`config.mk`:
```
export PLATFORM = sky130hd
export DESIGN_NAME = canopen_slave_supervision
export DESIGN_NICKNAME = d
export VERILOG_FILES = /design/src/design/canopen_sup_pkg.sv /design/src/design/tick_divider.sv /design/src/design/step_timer.sv /design/src/design/canopen_slave_supervision.sv
export SDC_FILE = /design/constraint.sdc
export NUM_CORES = 1
export LEC_CHECK = 0
export ABC_CLOCK_PERIOD_IN_PS = 2700
export BUFFER_PORTS_ARGS = -buffer_cell sky130_fd_sc_hd__buf_2
export CAP_MARGIN = 25
export CELL_PAD_IN_SITES_DETAIL_PLACEMENT = 1
export CELL_PAD_IN_SITES_GLOBAL_PLACEMENT = 2
export CORE_ASPECT_RATIO = 2
export CORE_MARGIN = 4
export CORE_UTILIZATION = 36
export DETAILED_ROUTE_END_ITERATION = 6
export HOLD_SLACK_MARGIN = 0.15
export PLACE_DENSITY = 0.91
export SLEW_MARGIN = 20
export SYNTH_ARGS = -nofsm -noshare
export SYNTH_HDL_FRONTEND = slang
export SYNTH_SLANG_ARGS = --single-unit
```
`constraint.sdc`:
```
create_clock -name clk -period 2.7 [get_ports clk]
set_input_delay 0.27 -clock clk [delete_from_list [all_inputs] [get_ports clk]]
set_output_delay 0.27 -clock clk [all_outputs]
set_load 0.01 [all_outputs]
```
`src/design/canopen_sup_pkg.sv`:
```
// Package of constants and types for the slave supervision block
package canopen_sup_pkg;
   localparam int ADDR_W = 16;
   localparam int DATA_W = 16;
   localparam logic [15:0] ADDR_HEARTBEAT = 16'h1017;
   localparam logic [15:0] ADDR_BITRATE = 16'h3142;
   localparam logic [15:0] ADDR_HOLDOFF = 16'h3143;
   localparam logic [15:0] ADDR_EMCY_INT = 16'h3148;
   localparam logic [15:0] ADDR_REPLY_TO = 16'h3149;
   localparam logic [15:0] ADDR_RESTART = 16'h3b05;
   localparam logic [15:0] ADDR_STATUS = 16'h3150;
   localparam logic [15:0] ADDR_SETUP = 16'h3151;
   localparam logic [15:0] RST_HEARTBEAT = 16'h0032;
   localparam logic [15:0] RST_BITRATE = 16'h0000;
   localparam logic [15:0] RST_EMCY_INT = 16'h0004;
   localparam logic [15:0] RST_REPLY_TO = 16'h0000;
   localparam logic [5:0] STEP_MIN = 6'h04;
   localparam logic [5:0] STEP_MAX = 6'h32;
   localparam int CLK_MHZ = 100;
   localparam int TICK_MS = 4;
   localparam int TICK_CYC = TICK_MS * 1000 * CLK_MHZ;
   localparam int RESTART_CYC = 16;
   typedef enum logic [1:0]
   {
      STK_IDLE = 2'b00,
      STK_HOLD = 2'b01,
      STK_RUN = 2'b10
   } stack_state_t;
endpackage

```
`src/design/tick_divider.sv`:
```
// Divider making a one-cycle enable every step of the supervision timers
`timescale 1ns/1ps
module tick_divider #(
   parameter int DIV = 400000
) (
   input wire logic clk,
   input wire logic sys_rst,
   output logic tick
);
   logic [31:0] cnt_r;
   logic [31:0] cnt_nxt;
   logic tick_nxt;

   // Count down and fire one enable pulse at wrap
   always_comb
   begin
      tick_nxt = 1'b0;
      cnt_nxt = cnt_r - 32'h1;
      if (cnt_r == 32'h0)
      begin
         cnt_nxt = 32'(DIV - 1);
         tick_nxt = 1'b1;
      end
   end

   always_ff @(posedge clk)
   begin
      if (sys_rst)
      begin
         cnt_r <= 32'(DIV - 1);
         tick <= 1'b0;
      end
      else
      begin
         cnt_r <= cnt_nxt;
         tick <= tick_nxt;
      end
   end
endmodule

```
`src/design/step_timer.sv`:
```
// Period timer counting enable steps up to a programmed limit
`timescale 1ns/1ps
module step_timer (
   input wire logic clk,
   input wire logic sys_rst,
   input wire logic tick,
   input wire logic restart,
   input wire logic run,
   input wire logic [5:0] limit,
   output logic expired
);
   logic [5:0] cnt_r;
   logic [5:0] cnt_nxt;
   logic exp_nxt;

   // Restart clears the count; expiry is a single-cycle pulse
   always_comb
   begin
      cnt_nxt = cnt_r;
      exp_nxt = 1'b0;
      if (restart || !run)
         cnt_nxt = 6'h00;
      else if (tick)
      begin
         if (cnt_r + 6'h01 >= limit)
         begin
            exp_nxt = 1'b1;
            cnt_nxt = 6'h00;
         end
         else
            cnt_nxt = cnt_r + 6'h01;
      end
   end

   always_ff @(posedge clk)
   begin
      if (sys_rst)
      begin
         cnt_r <= 6'h00;
         expired <= 1'b0;
      end
      else
      begin
         cnt_r <= cnt_nxt;
         expired <= exp_nxt;
      end
   end
endmodule

```
`src/design/canopen_slave_supervision.sv`:
```
// Supervision and configuration logic of the slave node
//
// Strobed register access is this design's own decision.
`timescale 1ns/1ps
module canopen_slave_supervision
   import canopen_sup_pkg::*;
#(
   parameter int TICK_DIV = TICK_CYC
) (
   input wire logic clk,
   input wire logic sys_rst,
   input wire logic [canopen_sup_pkg::ADDR_W-1:0] regAddr,
   input wire logic [canopen_sup_pkg::DATA_W-1:0] regWdata,
   input wire logic regWr,
   input wire logic regRd,
   output logic [canopen_sup_pkg::DATA_W-1:0] regRdata,
   input wire logic pdoTxDone,
   input wire logic pdo1RxIn,
   input wire logic pdo2RxIn,
   input wire logic faultChange,
   output logic heartbeatReq,
   output logic emcyReq,
   output logic [2:0] bitRateIndex,
   output logic stackActive,
   output logic replyTimeoutFault,
   output logic ctrlRestart
);
   logic [15:0] hbPeriod_r;
   logic [15:0] hbPeriod_nxt;
   logic [15:0] bitRate_r;
   logic [15:0] bitRate_nxt;
   logic [15:0] holdoff_r;
   logic [15:0] holdoff_nxt;
   logic [15:0] emcyInt_r;
   logic [15:0] emcyInt_nxt;
   logic [15:0] replyTo_r;
   logic [15:0] replyTo_nxt;
   logic [15:0] rdata_nxt;
   logic [15:0] restartReg_r;
   logic [4:0] restartCnt_r;
   logic [4:0] restartCnt_nxt;
   stack_state_t stk_r;
   stack_state_t stk_nxt;
   logic setupCall;
   logic tick;
   logic p1s1_r, p1s2_r, p2s1_r, p2s2_r, txs1_r, txs2_r, fcs1_r, fcs2_r;
   logic replyArmed_r;
   logic replyArmed_nxt;
   logic fault_r;
   logic fault_nxt;
   logic replyExp;
   logic hbExp;
   logic emcyOpen;
   logic emcyPend_r;
   logic emcyPend_nxt;
   logic emcyGap_r;
   logic emcyGap_nxt;
   logic emcyFire;
   logic faultReported_r;
   logic faultReported_nxt;
   logic rxAny;
   logic restartKick;

   // Clamp a stored step count into the documented 4..50 range
   function automatic logic [5:0] clampStep(input logic [15:0] v);
      if (v < 16'(STEP_MIN))
         return STEP_MIN;
      else if (v > 16'(STEP_MAX))
         return STEP_MAX;
      return v[5:0];
   endfunction

   ////////////////////////////////////////////////////////////////////////////
   // Link inputs arrive from the CAN controller's pins; two-stage synchronisers
   always_ff @(posedge clk)
   begin
      if (sys_rst)
      begin
         {p1s1_r, p1s2_r, p2s1_r, p2s2_r} <= 4'h0;
         {txs1_r, txs2_r, fcs1_r, fcs2_r} <= 4'h0;
      end
      else
      begin
         p1s1_r <= pdo1RxIn;
         p1s2_r <= p1s1_r;
         p2s1_r <= pdo2RxIn;
         p2s2_r <= p2s1_r;
         txs1_r <= pdoTxDone;
         txs2_r <= txs1_r;
         fcs1_r <= faultChange;
         fcs2_r <= fcs1_r;
      end
   end

   tick_divider #(.DIV(TICK_DIV)) u_div (
      .clk(clk),
      .sys_rst(sys_rst),
      .tick(tick)
   );

   ////////////////////////////////////////////////////////////////////////////
   // Register writes; restart and setup are actions, not stored state
   always_comb
   begin
      hbPeriod_nxt = hbPeriod_r;
      bitRate_nxt = bitRate_r;
      holdoff_nxt = holdoff_r;
      emcyInt_nxt = emcyInt_r;
      replyTo_nxt = replyTo_r;
      setupCall = 1'b0;
      restartKick = 1'b0;
      if (regWr)
      begin
         unique case (regAddr)
            ADDR_HEARTBEAT: hbPeriod_nxt = {10'h0, clampStep(regWdata)};
            ADDR_BITRATE: bitRate_nxt = regWdata;
            ADDR_HOLDOFF: holdoff_nxt = {15'h0000, regWdata[0]};
            ADDR_EMCY_INT: emcyInt_nxt = {10'h0, clampStep(regWdata)};
            ADDR_REPLY_TO: replyTo_nxt = (regWdata > 16'(STEP_MAX)) ? 16'(STEP_MAX) : regWdata;
            ADDR_RESTART: restartKick = (regWdata == 16'h0001);
            ADDR_SETUP: setupCall = 1'b1;
            default: ;
         endcase
      end
   end

   always_ff @(posedge clk)
   begin
      if (sys_rst)
      begin
         hbPeriod_r <= RST_HEARTBEAT;
         bitRate_r <= RST_BITRATE;
         emcyInt_r <= RST_EMCY_INT;
         replyTo_r <= RST_REPLY_TO;
      end
      else
      begin
         hbPeriod_r <= hbPeriod_nxt;
         bitRate_r <= bitRate_nxt;
         emcyInt_r <= emcyInt_nxt;
         replyTo_r <= replyTo_nxt;
      end
   end

   // Holdoff survives a soft restart, so that it can act at the next start-up
   always_ff @(posedge clk)
   begin
      if (sys_rst && !ctrlRestart)
         holdoff_r <= 16'h0000;
      else
         holdoff_r <= holdoff_nxt;
   end

   ////////////////////////////////////////////////////////////////////////////
   // Restart pulse counter; the wrapper feeds ctrlRestart back to sys_rst, which clears the count after one cycle.
   // Register contents other than holdoff survive only if the system keeps them in nonvolatile store.
   always_comb
   begin
      restartCnt_nxt = restartCnt_r;
      if (restartKick)
         restartCnt_nxt = 5'(RESTART_CYC);
      else if (restartCnt_r != 5'h00)
         restartCnt_nxt = restartCnt_r - 5'h01;
   end

   always_ff @(posedge clk)
   begin
      if (sys_rst)
         restartCnt_r <= 5'h00;
      else
         restartCnt_r <= restartCnt_nxt;
   end

   assign ctrlRestart = (restartCnt_r != 5'h00);
   assign restartReg_r = 16'h0000;

   ////////////////////////////////////////////////////////////////////////////
   // Stack start-up: holdoff is sampled one cycle after reset release
   always_comb
   begin
      stk_nxt = stk_r;
      unique case (stk_r)
         STK_IDLE: stk_nxt = holdoff_r[0] ? STK_HOLD : STK_RUN;
         STK_HOLD:
            if (setupCall && !holdoff_r[0])
               stk_nxt = STK_RUN;
         STK_RUN: stk_nxt = STK_RUN;
         default: stk_nxt = STK_IDLE;
      endcase
   end

   always_ff @(posedge clk)
   begin
      if (sys_rst)
         stk_r <= STK_IDLE;
      else
         stk_r <= stk_nxt;
   end

   assign stackActive = (stk_r == STK_RUN);

   ////////////////////////////////////////////////////////////////////////////
   // Heartbeat every clamped step count of 4 ms
   step_timer u_hb (
      .clk(clk),
      .sys_rst(sys_rst),
      .tick(tick),
      .restart(1'b0),
      .run(stackActive),
      .limit(clampStep(hbPeriod_r)),
      .expired(hbExp)
   );
   assign heartbeatReq = hbExp;

   ////////////////////////////////////////////////////////////////////////////
   // Reply watchdog armed by an outgoing PDO, cleared and disarmed by either incoming PDO
   assign rxAny = p1s2_r | p2s2_r;

   step_timer u_reply (
      .clk(clk),
      .sys_rst(sys_rst),
      .tick(tick),
      .restart(rxAny | txs2_r),
      .run(replyArmed_r && replyTo_r != 16'h0000),
      .limit(replyTo_r[5:0]),
      .expired(replyExp)
   );

   always_comb
   begin
      replyArmed_nxt = replyArmed_r;
      if (txs2_r)
         replyArmed_nxt = stackActive;
      else if (rxAny)
         replyArmed_nxt = 1'b0;
      fault_nxt = fault_r | (replyExp && replyTo_r != 16'h0000);
   end

   always_ff @(posedge clk)
   begin
      if (sys_rst)
      begin
         replyArmed_r <= 1'b0;
         fault_r <= 1'b0;
      end
      else
      begin
         replyArmed_r <= replyArmed_nxt;
         fault_r <= fault_nxt;
      end
   end

   assign replyTimeoutFault = fault_r;

   ////////////////////////////////////////////////////////////////////////////
   // Emergency spacing: one message, then a closed gap of the programmed time
   step_timer u_emcy (
      .clk(clk),
      .sys_rst(sys_rst),
      .tick(tick),
      .restart(emcyFire),
      .run(emcyGap_r),
      .limit(clampStep(emcyInt_r)),
      .expired(emcyOpen)
   );

   assign emcyFire = emcyPend_r && !emcyGap_r && stackActive;

   always_comb
   begin
      faultReported_nxt = faultReported_r | fault_r;
      emcyPend_nxt = emcyPend_r;
      if (fcs2_r || (fault_r && !faultReported_r))
         emcyPend_nxt = 1'b1;
      else if (emcyFire)
         emcyPend_nxt = 1'b0;
      emcyGap_nxt = emcyGap_r;
      if (emcyFire)
         emcyGap_nxt = 1'b1;
      else if (emcyOpen)
         emcyGap_nxt = 1'b0;
   end

   always_ff @(posedge clk)
   begin
      if (sys_rst)
      begin
         emcyPend_r <= 1'b0;
         emcyGap_r <= 1'b0;
         faultReported_r <= 1'b0;
      end
      else
      begin
         emcyPend_r <= emcyPend_nxt;
         emcyGap_r <= emcyGap_nxt;
         faultReported_r <= faultReported_nxt;
      end
   end

   assign emcyReq = emcyFire;

   ////////////////////////////////////////////////////////////////////////////
   // Bit rate index 0..7 from signed code; out-of-range codes fall back to 125k
   always_comb
   begin
      if ($signed(bitRate_r) >= -16'sd3 && $signed(bitRate_r) <= 16'sd4)
         bitRateIndex = 3'(bitRate_r + 16'h0003);
      else
         bitRateIndex = 3'h3;
   end

   ////////////////////////////////////////////////////////////////////////////
   // Read path, data one cycle after the strobe
   always_comb
   begin
      rdata_nxt = 16'h0000;
      if (regRd)
      begin
         unique case (regAddr)
            ADDR_HEARTBEAT: rdata_nxt = hbPeriod_r;
            ADDR_BITRATE: rdata_nxt = bitRate_r;
            ADDR_HOLDOFF: rdata_nxt = holdoff_r;
            ADDR_EMCY_INT: rdata_nxt = emcyInt_r;
            ADDR_REPLY_TO: rdata_nxt = replyTo_r;
            ADDR_RESTART: rdata_nxt = restartReg_r;
            ADDR_STATUS: rdata_nxt = {12'h000, emcyGap_r, replyArmed_r, fault_r, stackActive};
            default: rdata_nxt = 16'h0000;
         endcase
      end
   end

   always_ff @(posedge clk)
   begin
      if (sys_rst)
         regRdata <= 16'h0000;
      else
         regRdata <= rdata_nxt;
   end
endmodule

```
==> reports/qor.yml <==
status: "finished clean"
holdCritPathClass: "in2reg"
synth-edff-count: 0
critical_path.startpoint: "bitRate_r[1]"
clkLatencyLatePin_ns: 0.42
cts_max_level: 4
layout_setup_ws_ns: 0.302
timing.final.hold_violations: 0
clockBufferDepth: 2
post_drt_wl_per_cell_um: 17.0
via_per_inst: 5.42
rsz0062_at_grt: "false"
dp_slack_ns: 0.260
place_congestion: 0.844
vias_in_the_first_global_route: 6116
design.core.area_um2: 17400
floorplan.die.width_um: 102
drt_pass1_iterations: 4
ys_top_cells_by_count: "sky130_fd_sc_hd__dfxtp_1 (135), sky130_fd_sc_hd__nand2_1 (83), sky130_fd_sc_hd__nor2_1 (77), sky130_fd_sc_hd__a21oi_1 (48), sky130_fd_sc_hd__ha_1 (31)"
yosys.area.top_type_share_pct: 42.3
holdBufCountCts: 16
timing.clock.skew_ns: 0.00764
total_clock_buffers_created_by_cts: 17
critical_path.endpoint_type: "primary output"
design.final.nets: 895
min_period_over_period_pct: 88.8
remaining_routing_drc_violations: 0
worst_setup_path_endpoint: "bitRateIndex[2]"
leading_cell_types_by_total_area_after_synthesis: "sky130_fd_sc_hd__dfxtp_1 (42%), sky130_fd_sc_hd__ha_1 (6.1%), sky130_fd_sc_hd__nand2_1 (4.9%)"
synth-async-reset-ratio_pct: 0
dieArea_um2: 20100
io-pin-count: 64
worst_reg2reg_path_length_in_cells: 9
finalCoreUtilization_pct: 44.9
ratio_of_cells_with_drive_above_1_in_the_final_layout_pct: 17.2
min-delay-start: "regWdata[6]"
std_cell_rows: 68
finalSetupViolCount: 0
ys_warn_count: 0
worst_pin_slew_ns: 0.813
die_h_um: 196
dr.first_iter.drc_count: 207
r2r_end: "u_reply.cnt_r[3]"
grtUsageTotal_pct: 18.8
drv.max_cap_violation_count: 0
final_critical_path_required_period_ns: 2.40
grt-busiest-layer: "met2"
cts_resized: 0
floorplan.initialDensity_pct: 36.8
post_cts.repair.setup_buffers: 0
wire_length_of_the_first_global_routing_pass_um: 29800
grt_util_met2_pct: 36.6
final_cell_area_um2: 7790
ys_seq_area_share_pct: 42.3
dp.final_hpwl_um: 13400
ant_nets: 0
critical_path.startpoint_type: "register"
report.final.slew_viol_count: 0
antenna_cells_inserted: 0
synthToLayoutAreaGrowth_pct: 21.8
static-leakage-power_nw: 3.03
synth_fp_nets: 801
rr_startpoint: "u_reply.cnt_r[0]"
grt_start_max_net_pins: 36
placement.cell_area_um2: 7030
root_buffer_cell: "sky130_fd_sc_hd__clkbuf_16"
fmax_ghz: 0.417
tns_ns: 0
io_buffers: 63
clk_transition_reported_paths_ns: 0.06
syn_avg_cell_area_um2: 8.76
vdd_ir_drop_max_mv: 0.571
critical_path.max_fanout: 3
synth_seq_cells: 135
timing.critical_path.arrival_ns: 2.13
power.density_cell_area_nw_per_um2: 611
yosysTopAreaCell: "sky130_fd_sc_hd__dfxtp_1"
num_vias: 5676
synth-main-ff-cell: "sky130_fd_sc_hd__dfxtp_1"
distinct_cell_type_count_after_synthesis: 65
timing.slew.headroom_pct: 45.7
met1_usage_pct: 18.3
synthMostInstantiatedCell: "sky130_fd_sc_hd__dfxtp_1"
mappedNetlistArea_um2: 6390
critical_path_required_ns: 2.43
rrSetupSlack_ns: 0.38
critical_path_class: "reg2out"
globalRoute.totalOverflow: 0
synth_cells: 730
route.final.wire_length_um: 17800
tritoncts: "built"
antenna_found_initial: 0
grtUsageMet3_pct: 3.22
tritoncts_num_sinks: 135
-- cell type report --
class,count,area (um^2)
multi-input cells,543,3480
flip-flops and latches,135,2700
clock buffers,19,453
fillers,2092,9570
well taps,210,263
repair buffers,101,641
clock inverters,13,145
inverters,26,97.6
-- how the worst min path moves through the flow --
stage,slack [ns],depth (start not counted),to
after floorplan,0.38,1,u_div.cnt_r[0]
after global placement,0.40,1,u_div.cnt_r[0]
after detailed placement,0.41,1,u_div.cnt_r[0]
after CTS,0.17,3,bitRate_r[6]
after global routing,0.16,3,bitRate_r[6]
final,0.17,3,bitRate_r[6]
-- metal layers --
layer | up-vias | part of all wire [%]
li1 | 2772 | -
met3 | 36 | 2.3
met5 | - | 0
met4 | 0 | 3.3
met2 | 78 | 59
met1 | 2790 | 36
-- registers in the layout, summed over array words and instances (netlist names), 2 cells and up --
register,cells
u_div.cnt_r,32
bitRate_r,16
regRdata,16
replyTo_r,16
emcyInt_r,6
hbPeriod_r,6
u_emcy.cnt_r,6
u_hb.cnt_r,6
u_reply.cnt_r,6
restartCnt_r,5
stk_r,2
-- cell families (layout without fill, tap and decap cells) --
group,Yosys count,in the layout,share of synthesized area (%)
buffers and inverters,52,159,3.62
muxes,13,13,2.09
and+or+nand+nor,335,335,27.6
xor gates and xnor gates,40,40,5.48
DFF,135,135,42.3
AOI/OAI and AO/OA,124,124,12.9
adders and majority gates,31,31,6.07
-- power by group --
part	internal, mW	switching [mW]	total [mW]
sequential	2.04	0.0282	2.06
combinational	0.156	0.199	0.355
clock	1.42	0.917	2.34
-- layout by cell type, fill, tap and decap left out, drive strengths merged, types with 22 or more instances in the layout --
cell / count
buf: 85
nor4: 22
nand3: 29
inv: 29
a21oi: 48
dfxtp: 135
nor2: 78
xnor2: 28
ha: 31
nor3: 24
nand2: 83
-- critical path, stage by stage (launching register included) --
cell and delay (ns):
sky130_fd_sc_hd__dfxtp_1 0.41, sky130_fd_sc_hd__inv_1 0.11, sky130_fd_sc_hd__ha_1 0.22, sky130_fd_sc_hd__inv_1 0.06, sky130_fd_sc_hd__o211ai_1 0.07, sky130_fd_sc_hd__or4_1 0.50, sky130_fd_sc_hd__a21oi_1 0.19, sky130_fd_sc_hd__buf_2 0.16
-- stage by stage --
stage	cells	total power, mW	hold WS, ns
2_1_floorplan	730	2.32	0.384
3_3_place_gp	999	2.43	0.401
3_5_place_dp	999	2.45	0.407
4_1_cts	1047	4.81	0.171
5_1_grt	1047	4.95	0.160
6_report	1047	4.75	0.175
Power figures use the tool's default switching activity.
